### src/shared/scr_pkg.sv
package scr_pkg;
  // bus map
  localparam int              ADDR_W      = 8;
  localparam logic [7:0]      ADDR_CTRL   = 8'h00;
  localparam logic [7:0]      ADDR_PCE1   = 8'h04;
  localparam logic [7:0]      ADDR_PCE2   = 8'h08;
  localparam logic [7:0]      ADDR_STATUS = 8'h0c;
  localparam int              TRANS_ACT   = 1;
  localparam logic [2:0]      SIZE_WORD   = 3'h2;
  // system control register fields
  localparam int              CTRL_W         = 4;
  localparam int              CTRL_STOP_TMP  = 0;
  localparam int              CTRL_WAIT_TMP  = 1;
  localparam int              CTRL_STOP_PERM = 2;
  localparam int              CTRL_WAIT_PERM = 3;
  localparam int              CTRL_SWRST     = 4;
  localparam logic [3:0]      CTRL_RESET     = 4'h0;
  // clock gate registers
  localparam int              NPERIPH    = 16;
  localparam logic [15:0]     PCE1_RESET = 16'hffff;
  localparam logic            PCE2_RESET = 1'b1;
  localparam int              PCE2_SECOND_CAN_CONTROLLER  = 0;
  localparam int              NGATE      = 18;
  localparam int              GATE_SECOND_CAN_CONTROLLER  = 16;
  localparam int              GATE_CORE  = 17;
  // status register fields
  localparam int              STAT_MODE_LSB  = 0;
  localparam int              STAT_STAGE_LSB = 4;
  localparam int              STAT_BOOT_LSB  = 8;
  localparam int              STAT_SECURE    = 12;
  localparam int              STAT_POR       = 13;
  // clocking and reset sequencing
  localparam int              MASTER_MHZ_MAX     = 120;
  localparam int              SYS_DIV            = 2;
  localparam int              SYS_MHZ_MAX        = MASTER_MHZ_MAX / SYS_DIV;
  localparam int              CNT_W              = 22;
  localparam int              SEQ_WINDOW         = 32;
  localparam int              POR_EXTEND_DEFAULT = 2 ** 21;
  localparam int              NSYNC              = 3;
  // boot
  localparam logic [23:0]     BOOT_FLASH_ADDR = 24'h020000;
  localparam logic [23:0]     EXT_BOOT_ADDR   = 24'h000000;
  // pin synchroniser slots
  localparam int              NPIN      = 3;
  localparam int              PIN_UNCLK = 0;
  localparam int              PIN_CAN   = 1;
  localparam int              PIN_BOOT  = 2;

  typedef enum logic [1:0] {MODE_RUN, MODE_WAIT, MODE_STOP} scr_mode_e;
  typedef enum logic [2:0] {ST_EXTEND, ST_CLOCKS, ST_PERIPH, ST_CORE,
                            ST_DONE} scr_stage_e;
  typedef enum logic [1:0] {BOOT_INTERNAL, BOOT_EXTERNAL,
                            BOOT_SECURE} scr_boot_e;
endpackage

### src/shared/scr_clk_if.sv
`timescale 1ns/1ps
interface scr_clk_if import scr_pkg::*; ();
  logic             rise;
  logic [NGATE-1:0] enable;
  logic [NGATE-1:0] gated;
  modport gate (input rise, input enable, output gated);
  modport ctl  (output rise, output enable, input gated);
endinterface

### src/rtl/scr_sys_ctrl.sv
// Register access over AHB-Lite and the placing of the registers were decided locally.
`timescale 1ns/1ps
// Behaviour
// - pce2 bit zero gates second CAN clock
// - pce2 upper bits read zero, ignore writes
// - system and peripheral clocks at half master
// - run mode: core and peripheral clocks on
// - wait mode: core clocks off, peripherals on
// - unmasked interrupt wakes core from wait
// - stop exits: CAN, unclocked irq, resets
// - control register disables stop/wait, temporary or permanent
// - four reset sources, two async, two sync
// - power-on reset extended 2^21 system clocks
// - three 32-clock release windows in order
// - resets release only on rising clock edge
// - security blocks external program, debug access
// - security from two flash bytes
// - secure forces internal boot at 0x020000
// - secure ignores external boot select pin
// - JTAG TAP active at boot
// - security bytes drive core read disable
// - peripherals clocked from system clock, not core clock
// - pce1 sixteen gate bits, reset ones
module scr_sys_ctrl
  import scr_pkg::*;
#(
  parameter int          POR_EXTEND_CYCLES = POR_EXTEND_DEFAULT,
  parameter logic [15:0] SEC_ENABLE_CODE   = 16'h5a5a
)
(
  // bus clock and power-on reset
  input  wire logic               hclk,
  input  wire logic               hresetn,
  // ahb-lite slave
  input  wire logic               hsel,
  input  wire logic [31:0]        haddr,
  input  wire logic [1:0]         htrans,
  input  wire logic               hwrite,
  input  wire logic [2:0]         hsize,
  input  wire logic [31:0]        hwdata,
  input  wire logic               hready,
  output logic      [31:0]        hrdata,
  output logic                    hreadyout,
  output logic                    hresp,
  // other reset sources
  input  wire logic               ext_reset_n,
  input  wire logic               watchdog_reset,
  // power mode requests and wake events
  input  wire logic               stop_request,
  input  wire logic               wait_request,
  input  wire logic               periph_irq,
  input  wire logic               unclocked_irq,
  input  wire logic               can_activity,
  // flash security and boot pins
  input  wire logic [7:0]         security_byte_lo,
  input  wire logic [7:0]         security_byte_hi,
  input  wire logic               external_boot_select,
  // clocks out
  output logic                    system_clock,
  output logic                    core_clock,
  output logic      [NPERIPH-1:0] periph_clock,
  output logic                    second_can_clock,
  // resets out
  output logic                    periph_reset_n,
  output logic                    core_reset_n,
  output logic                    core_run,
  // security and boot out
  output logic                    core_read_disable,
  output logic                    ext_prog_block,
  output logic                    debug_block,
  output logic                    jtag_tap_enable,
  output logic      [23:0]        boot_address,
  output logic      [1:0]         boot_mode,
  output logic      [1:0]         power_mode
);
  logic               rst_n;
  logic               por_pending_reg;
  logic               system_clock_reg;
  logic               tick;
  logic [NPIN-1:0]    pin_in;
  logic [NPIN-1:0]    pin_s0_reg;
  logic [NPIN-1:0]    pin_s1_reg;
  logic [NPIN-1:0]    pin_s2_reg;
  logic [NPIN-1:0]    pin_agree;
  logic [NPIN-1:0]    pin_level_reg;
  logic [NPIN-1:0]    pin_level_next;
  logic               can_prev_reg;
  logic               can_rise;
  logic               unclk_wake;
  logic               ap_valid;
  logic               ap_write;
  logic               dp_write_reg;
  logic [ADDR_W-1:0]  dp_addr_reg;
  logic               wr_ctrl;
  logic               wr_pce1;
  logic               wr_pce2;
  logic [CTRL_W-1:0]  ctrl_reg;
  logic [CTRL_W-1:0]  ctrl_next;
  logic [15:0]        pce1_reg;
  logic [15:0]        pce1_next;
  logic               pce2_reg;
  logic               pce2_next;
  logic               swrst_reg;
  logic               sync_rst;
  logic [31:0]        rd_mux;
  logic [31:0]        status_word;
  logic [31:0]        hrdata_reg;
  logic               stop_allowed;
  logic               wait_allowed;
  scr_mode_e          mode_reg;
  scr_mode_e          mode_next;
  scr_stage_e         stage_reg;
  scr_stage_e         stage_next;
  logic [CNT_W-1:0]   cnt_reg;
  logic [CNT_W-1:0]   cnt_next;
  logic [CNT_W-1:0]   win_end;
  logic               win_last;
  logic               por_clear;
  logic               clocks_on;
  logic               periph_on;
  logic [15:0]        sec_code;
  logic               sec_live;
  logic               secure_reg;
  scr_boot_e          boot_reg;
  scr_boot_e          boot_next;
  logic [23:0]        boot_addr_reg;
  logic               periph_rst_n_reg;
  logic               core_rst_n_reg;
  logic               core_run_reg;

  // internal reset: ext pin and power-on assert at once
  scr_rst_sync u_rst_sync
  (
    .hclk   (hclk),
    .arst_n (hresetn & ext_reset_n),
    .rst_n  (rst_n)
  );

  // power-on flag, cleared only once the extension has run
  always_ff @(posedge hclk or negedge hresetn)
  begin
    if (!hresetn)
      por_pending_reg <= 1'b1;
    else if (por_clear)
      por_pending_reg <= 1'b0;
  end

  // master clock halved into the system clock
  always_ff @(posedge hclk or negedge rst_n)
  begin
    if (!rst_n)
      system_clock_reg <= 1'b0;
    else
      system_clock_reg <= ~system_clock_reg;
  end

  assign tick = ~system_clock_reg;

  // pin synchronisers: a change counts once stages two and three agree
  assign pin_in         = {external_boot_select, can_activity,
                           unclocked_irq};
  assign pin_agree      = ~(pin_s1_reg ^ pin_s2_reg);
  assign pin_level_next = (pin_agree & pin_s2_reg)
                        | (~pin_agree & pin_level_reg);

  always_ff @(posedge hclk or negedge rst_n)
  begin
    if (!rst_n)
    begin
      pin_s0_reg    <= '0;
      pin_s1_reg    <= '0;
      pin_s2_reg    <= '0;
      pin_level_reg <= '0;
      can_prev_reg  <= 1'b0;
    end
    else
    begin
      pin_s0_reg    <= pin_in;
      pin_s1_reg    <= pin_s0_reg;
      pin_s2_reg    <= pin_s1_reg;
      pin_level_reg <= pin_level_next;
      can_prev_reg  <= pin_level_reg[PIN_CAN];
    end
  end

  // the edge itself wakes the part, so that frame is not received
  assign can_rise   = pin_level_reg[PIN_CAN] & ~can_prev_reg;
  assign unclk_wake = pin_level_reg[PIN_UNCLK];

  // ahb-lite address and data phase
  assign ap_valid = hsel & hready & htrans[TRANS_ACT];
  assign ap_write = ap_valid & hwrite & (hsize == SIZE_WORD);

  always_ff @(posedge hclk or negedge rst_n)
  begin
    if (!rst_n)
    begin
      dp_write_reg <= 1'b0;
      dp_addr_reg  <= '0;
    end
    else
    begin
      dp_write_reg <= ap_write;
      dp_addr_reg  <= haddr[ADDR_W-1:0];
    end
  end

  assign wr_ctrl = dp_write_reg & (dp_addr_reg == ADDR_CTRL);
  assign wr_pce1 = dp_write_reg & (dp_addr_reg == ADDR_PCE1);
  assign wr_pce2 = dp_write_reg & (dp_addr_reg == ADDR_PCE2);

  // temporary disables follow the write, permanent ones only set
  assign ctrl_next[CTRL_STOP_TMP]  = wr_ctrl ? hwdata[CTRL_STOP_TMP]
                                             : ctrl_reg[CTRL_STOP_TMP];
  assign ctrl_next[CTRL_WAIT_TMP]  = wr_ctrl ? hwdata[CTRL_WAIT_TMP]
                                             : ctrl_reg[CTRL_WAIT_TMP];
  assign ctrl_next[CTRL_STOP_PERM] = ctrl_reg[CTRL_STOP_PERM]
                                   | (wr_ctrl & hwdata[CTRL_STOP_PERM]);
  assign ctrl_next[CTRL_WAIT_PERM] = ctrl_reg[CTRL_WAIT_PERM]
                                   | (wr_ctrl & hwdata[CTRL_WAIT_PERM]);
  assign pce1_next = wr_pce1 ? hwdata[15:0] : pce1_reg;
  assign pce2_next = wr_pce2 ? hwdata[PCE2_SECOND_CAN_CONTROLLER] : pce2_reg;

  // software and watchdog resets act on the clock
  assign sync_rst = swrst_reg | watchdog_reset;

  // permanent disables clear only on a reset
  always_ff @(posedge hclk or negedge rst_n)
  begin
    if (!rst_n)
    begin
      ctrl_reg  <= CTRL_RESET;
      pce1_reg  <= PCE1_RESET;
      pce2_reg  <= PCE2_RESET;
      swrst_reg <= 1'b0;
    end
    else if (sync_rst)
    begin
      ctrl_reg  <= CTRL_RESET;
      pce1_reg  <= PCE1_RESET;
      pce2_reg  <= PCE2_RESET;
      swrst_reg <= 1'b0;
    end
    else
    begin
      ctrl_reg  <= ctrl_next;
      pce1_reg  <= pce1_next;
      pce2_reg  <= pce2_next;
      swrst_reg <= wr_ctrl & hwdata[CTRL_SWRST];
    end
  end

  // read data, captured in the address phase
  assign status_word = (32'(mode_reg) << STAT_MODE_LSB)
                     | (32'(stage_reg) << STAT_STAGE_LSB)
                     | (32'(boot_reg) << STAT_BOOT_LSB)
                     | (32'(secure_reg) << STAT_SECURE)
                     | (32'(por_pending_reg) << STAT_POR);
  assign rd_mux = (haddr[ADDR_W-1:0] == ADDR_CTRL)   ? 32'(ctrl_reg)    :
                  (haddr[ADDR_W-1:0] == ADDR_PCE1)   ? 32'(pce1_reg)    :
                  (haddr[ADDR_W-1:0] == ADDR_PCE2)   ? 32'(pce2_reg)    :
                  (haddr[ADDR_W-1:0] == ADDR_STATUS) ? status_word      :
                                                       32'h0000_0000;

  always_ff @(posedge hclk or negedge rst_n)
  begin
    if (!rst_n)
      hrdata_reg <= '0;
    else if (ap_valid & ~hwrite)
      hrdata_reg <= rd_mux;
  end

  assign hrdata    = hrdata_reg;
  assign hreadyout = 1'b1;
  assign hresp     = 1'b0;

  // reset release sequencer, counting system clock cycles
  assign win_end   = (stage_reg == ST_EXTEND)
                   ? CNT_W'(POR_EXTEND_CYCLES)
                   : CNT_W'(SEQ_WINDOW - 1);
  assign win_last  = tick & (cnt_reg == win_end);
  assign por_clear = (stage_reg == ST_EXTEND) & win_last;

  always_comb
  begin
    stage_next = stage_reg;
    cnt_next   = tick ? cnt_reg + CNT_W'(1) : cnt_reg;
    case (stage_reg)
      ST_EXTEND:
      begin
        if (!por_pending_reg || win_last)
        begin
          stage_next = ST_CLOCKS;
          cnt_next   = '0;
        end
      end
      ST_CLOCKS:
      begin
        if (win_last)
        begin
          stage_next = ST_PERIPH;
          cnt_next   = '0;
        end
      end
      ST_PERIPH:
      begin
        if (win_last)
        begin
          stage_next = ST_CORE;
          cnt_next   = '0;
        end
      end
      ST_CORE:
      begin
        if (win_last)
        begin
          stage_next = ST_DONE;
          cnt_next   = '0;
        end
      end
      ST_DONE:
        cnt_next = '0;
      default:
      begin
        stage_next = ST_EXTEND;
        cnt_next   = '0;
      end
    endcase
    if (sync_rst)
    begin
      stage_next = ST_CLOCKS;
      cnt_next   = '0;
    end
  end

  // outputs registered from the next stage, so they change on the same edge as the stage
  always_ff @(posedge hclk or negedge rst_n)
  begin
    if (!rst_n)
    begin
      stage_reg        <= ST_EXTEND;
      cnt_reg          <= '0;
      periph_rst_n_reg <= 1'b0;
      core_rst_n_reg   <= 1'b0;
      core_run_reg     <= 1'b0;
    end
    else
    begin
      stage_reg        <= stage_next;
      cnt_reg          <= cnt_next;
      periph_rst_n_reg <= (stage_next == ST_PERIPH)
                        | (stage_next == ST_CORE)
                        | (stage_next == ST_DONE);
      core_rst_n_reg   <= (stage_next == ST_CORE)
                        | (stage_next == ST_DONE);
      core_run_reg     <= (stage_next == ST_DONE);
    end
  end

  assign periph_reset_n = periph_rst_n_reg;
  assign core_reset_n   = core_rst_n_reg;
  assign core_run       = core_run_reg;

  // flash security and boot mode, tracked until the core runs
  assign sec_code  = {security_byte_hi, security_byte_lo};
  assign sec_live  = (sec_code == SEC_ENABLE_CODE);
  assign boot_next = sec_live ? BOOT_SECURE :
                     pin_level_reg[PIN_BOOT] ? BOOT_EXTERNAL :
                                               BOOT_INTERNAL;

  always_ff @(posedge hclk or negedge rst_n)
  begin
    if (!rst_n)
    begin
      secure_reg    <= 1'b1;
      boot_reg      <= BOOT_SECURE;
      boot_addr_reg <= BOOT_FLASH_ADDR;
    end
    else if (stage_reg != ST_DONE)
    begin
      secure_reg    <= sec_live;
      boot_reg      <= boot_next;
      boot_addr_reg <= (boot_next == BOOT_EXTERNAL) ? EXT_BOOT_ADDR
                                                    : BOOT_FLASH_ADDR;
    end
  end

  assign core_read_disable = secure_reg;
  assign ext_prog_block    = secure_reg;
  assign debug_block       = secure_reg;
  assign jtag_tap_enable   = 1'b1;
  assign boot_address      = boot_addr_reg;
  assign boot_mode         = boot_reg;

  // power modes
  assign stop_allowed = ~(ctrl_reg[CTRL_STOP_TMP]
                        | ctrl_reg[CTRL_STOP_PERM]);
  assign wait_allowed = ~(ctrl_reg[CTRL_WAIT_TMP]
                        | ctrl_reg[CTRL_WAIT_PERM]);

  always_comb
  begin
    mode_next = mode_reg;
    case (mode_reg)
      MODE_RUN:
      begin
        if (core_run_reg && stop_request && stop_allowed)
          mode_next = MODE_STOP;
        else if (core_run_reg && wait_request && wait_allowed)
          mode_next = MODE_WAIT;
      end
      MODE_WAIT:
      begin
        if (periph_irq || unclk_wake)
          mode_next = MODE_RUN;
      end
      MODE_STOP:
      begin
        if (can_rise || unclk_wake)
          mode_next = MODE_RUN;
      end
      default:
        mode_next = MODE_RUN;
    endcase
    if (sync_rst)
      mode_next = MODE_RUN;
  end

  always_ff @(posedge hclk or negedge rst_n)
  begin
    if (!rst_n)
      mode_reg <= MODE_RUN;
    else
      mode_reg <= mode_next;
  end

  assign power_mode = mode_reg;

  // clock gating lanes
  assign clocks_on = (stage_reg != ST_EXTEND);
  assign periph_on = clocks_on & (mode_reg != MODE_STOP);

  scr_clk_if gif ();

  assign gif.rise                 = tick;
  assign gif.enable[NPERIPH-1:0]  = pce1_reg & {NPERIPH{periph_on}};
  assign gif.enable[GATE_SECOND_CAN_CONTROLLER]    = pce2_reg & periph_on;
  assign gif.enable[GATE_CORE]    = clocks_on & (mode_reg == MODE_RUN);

  scr_clk_gate u_clk_gate
  (
    .hclk  (hclk),
    .rst_n (rst_n),
    .gif   (gif)
  );

  assign system_clock     = system_clock_reg;
  assign periph_clock     = gif.gated[NPERIPH-1:0];
  assign second_can_clock = gif.gated[GATE_SECOND_CAN_CONTROLLER];
  assign core_clock       = gif.gated[GATE_CORE];
endmodule

### src/rtl/scr_rst_sync.sv
`timescale 1ns/1ps
module scr_rst_sync
  import scr_pkg::*;
(
  // clock and raw reset
  input  wire logic hclk,
  input  wire logic arst_n,
  // released reset
  output logic      rst_n
);
  logic [NSYNC-1:0] chain_reg;

  // asserts at once, releases on a rising edge
  always_ff @(posedge hclk or negedge arst_n)
  begin
    if (!arst_n)
      chain_reg <= '0;
    else
      chain_reg <= {chain_reg[NSYNC-2:0], 1'b1};
  end

  assign rst_n = chain_reg[NSYNC-1];
endmodule

### src/rtl/scr_clk_gate.sv
`timescale 1ns/1ps
module scr_clk_gate
  import scr_pkg::*;
(
  // clock and reset
  input  wire logic hclk,
  input  wire logic rst_n,
  // gating lanes
  scr_clk_if.gate   gif
);
  logic [NGATE-1:0] clk_reg;
  logic [NGATE-1:0] clk_next;

  // each lane is a flop: enable is looked at only where the lane
  // would rise, so pulses are whole and free of glitches
  assign clk_next = gif.rise ? gif.enable : '0;

  always_ff @(posedge hclk or negedge rst_n)
  begin
    if (!rst_n)
      clk_reg <= '0;
    else
      clk_reg <= clk_next;
  end

  assign gif.gated = clk_reg;
endmodule

### config.mk
export PLATFORM = sky130hd
export DESIGN_NAME = scr_sys_ctrl
export DESIGN_NICKNAME = d
export VERILOG_FILES = /design/src/shared/scr_pkg.sv /design/src/shared/scr_clk_if.sv /design/src/rtl/scr_sys_ctrl.sv /design/src/rtl/scr_rst_sync.sv /design/src/rtl/scr_clk_gate.sv
export SDC_FILE = /design/constraint.sdc
export NUM_CORES = 1
export LEC_CHECK = 0
export ABC_AREA = 0
export BUFFER_PORTS_ARGS = -buffer_cell sky130_fd_sc_hd__clkbuf_2
export CAP_MARGIN = 20
export CORE_ASPECT_RATIO = 1.75
export CORE_MARGIN = 2
export CORE_UTILIZATION = 54
export CTS_CLUSTER_SIZE = 10
export DETAILED_ROUTE_END_ITERATION = 6
export PLACE_DENSITY = 0.95
export SYNTH_ARGS = -nofsm -noshare
export SYNTH_HDL_FRONTEND = slang
export SYNTH_SLANG_ARGS = --single-unit
### constraint.sdc
create_clock -name hclk -period 9.55 [get_ports hclk]
set_clock_uncertainty 0.2 [all_clocks]
set_input_delay 0.955 -clock hclk [delete_from_list [all_inputs] [get_ports hclk]]
set_output_delay 0.955 -clock hclk [all_outputs]
set_load 0.05 [all_outputs]
==> results.toml <==
[run_status]
status = "finished with violations"
violations = "DRC"

[synthesis]
synth_top_area_share_pct = 46.3
synthFlopType = "dfrtp_1"
synth-edff-count = 0
synth-seq-cells = 116
postSynthAreaPerCell_um2 = 10.9
syn_area_um2 = 5190
synth_warnings = 0
yosysMostFrequentCell = "dfrtp_1"
synth.largest_area_cell = "dfrtp_1"
yosysSeqAreaShare_pct = 56.4
yosysUniqueCellTypes = 53
synthArstFlopShare_pct = 100
syn_inst = 477
synth.area.top_cells = "dfrtp_1 46%, dfstp_2 10%, buf_4 6.5%"
synthTopCellsByCount = "96 x dfrtp_1, 59 x nand2_1, 45 x buf_4"

[global_route]
grt_first_pass_wirelength_um = 20400
grt.total_usage_pct = 25.4
grt_max_degree = 80
grt_pass1_vias = 4310
antenna_found_initial = 0
grt-ovfl-total = 0

[setup_path]
critPathSlowestCell = "a211oi_4"
slowest_delay_ps = 930
cp_data_arrival_time_ps = 2990
worstPathCellList = "nor3_1, nand4b_1, a211oi_4, o311ai_0"
cp.required_ps = 9590
cp-end-kind = "flop"
path_buf_inv = 0
cp_max_fo = 24
critPathKind = "flop to flop"
start_kind = "flop"
cp_top_family = "compound AO/OA/AOI/OAI gates"

[sta]
fin_crit_sh_pct = 31.0
worstMarginPinSlew_ps = 1000
drv_slew = 0
fmax_mhz = 338
finalHoldViolCount = 0
relSlewSlack_pct = 32.9
finalSetupTns_ps = 0
setup_viol = 0
rsz0062_at_grt = "no"
min_period_ps = 2960

[final_layout]
drive_gt1_share_pct = 27.8
num_antenna_cells = 0
post-route-util_pct = 65.2
n_fill_cell = 673
nets = 676
largest_register_ffs = 22
syn_to_final_growth_pct = 18.2
final_area_um2 = 6140

[clocking]
postCtsSetupBuffers = 0
clock_latency_ps = 410
cts_tree = "done"
cts_resized = 0
cts_sinks = 116
root_buffer = "clkbuf_16"
htreeDepth = 4
clockBufferDepth = 2
cts_inserted_buffers = 17
hold_buffers = 0
clk_pin_slew_worst_paths_ps = 50

[placement]
dp_hpwl_um = 8430
globalplace.congestion = 0.882
placed_cell_area_um2 = 5590
io_buffers = 102

[drt]
vias = 4116
ant_nets = 0
wl_um = 12900
dr.pass1.iters = 7
wl_per_cell_um = 18.1
vias_per_cell = 5.78
drc = 2
drtIter0Drc = 437

[power]
leakage_uw = 0.00298
p_per_area_nw_per_um2 = 188
worst_ir_drop_vdd_mv = 0.145
fin_total_pwr_uw = 1150

[floorplanning]
fp.dieArea_um2 = 10400
dieHeight_um = 134
ioPinCount = 186
start_util_pct = 55.2
rows = 47
core_um2 = 9410
die_x_um = 78.1

[job]
maxCapViolCount = 0

[min_path]
hp-class = "flop to async pin"
-- worst paths after layout --
path | cells past startpoint | endpoint | slack, ps | from
max | 4 | stage_reg[0] | 6590 | stage_reg[0]
min | 0 | hrdata[8] | 50 | u_rst_sync.chain_reg[2]
max reg2reg | 4 | stage_reg[0] | 6590 | stage_reg[0]
min reg2reg | 0 | hrdata[8] | 50 | u_rst_sync.chain_reg[2]
max in group asynchronous | 1 | cnt_reg[1] | 7770 | u_rst_sync.chain_reg[2]
min in group hclk | 0 | pin_s1_reg[2] | 140 | pin_s0_reg[2]
-- cells in the final DEF, fill, tap and decap left out, types with 7 or more instances in the layout --
master | Yosys | layout
nand3_1 | 26 | 26
nor4_1 | 7 | 7
or3_1 | 7 | 7
xor2_1 | 9 | 9
nor2_1 | 17 | 17
dfstp_2 | 20 | 20
clkbuf_2 | 0 | 102
a211oi_1 | 11 | 11
and2_1 | 20 | 20
dfrtp_1 | 96 | 95
mux2i_1 | 14 | 14
nand4_1 | 9 | 9
o21ai_0 | 16 | 16
conb_1 | 2 | 43
o31ai_1 | 7 | 7
a21oi_1 | 8 | 8
clkbuf_16 | 0 | 17
nor3_1 | 19 | 19
nand2_1 | 59 | 59
-- layout make-up --
cell class | instances | area, um^2 | share of cell area, %
timing repair buffer | 106 | 544 | 8.87
sequential | 116 | 2930 | 47.8
inverter | 6 | 22.5 | 0.367
clock inverter | 5 | 28.8 | 0.469
tap | 122 | 153 | 2.49
multi-input combinational | 330 | 1950 | 31.8
clock buffer | 27 | 503 | 8.20
-- logic make-up (layout without fill, tap and decap cells) --
group / after synthesis / in the layout / share of synthesized area (%)
buffers and inverters: 72 / 144 / 8.92
adder cells (fa/ha/maj): 4 / 4 / 0.820
AO/OA/AOI/OAI: 54 / 54 / 7.14
AND/OR/NAND/NOR: 203 / 203 / 21.6
other: 2 / 43 / 0.145
flip-flops: 116 / 116 / 56.4
XOR/XNOR: 11 / 11 / 1.86
multiplexers: 15 / 15 / 3.13
-- worst register-to-register path: cells and delay by family, from the launching register on --
family	cells	cell delay, ps
flops	1	490
simple gates	2	890
compound gates	2	1200
-- power by group --
group / switching, uW / total [uW] / internal [uW]
logic: 63.7 / 80.5 / 16.8
registers: 7.11 / 508 / 501
clock network: 209 / 566 / 357
-- layer usage --
metal / global-route usage, % / vias up / part of all wire (%)
met1: 24.0 / 1985 / 33
met5: 0 / - / 0
li1: - / 1790 / -
met3: 6.37 / 70 / 6.8
met2: 45.0 / 271 / 54
met4: 20.9 / 0 / 5.9
-- metrics by stage --
stage	hold slack, ps	setup WS [ps]	instances
final	50.1	6590	712
after CTS	70.6	6660	711
after global placement	66.2	6780	679
after floorplan	131	5970	518
after detailed placement	73.0	6710	679
after global routing	107	6410	712
Note: power is estimated with default switching activity, not from simulation.
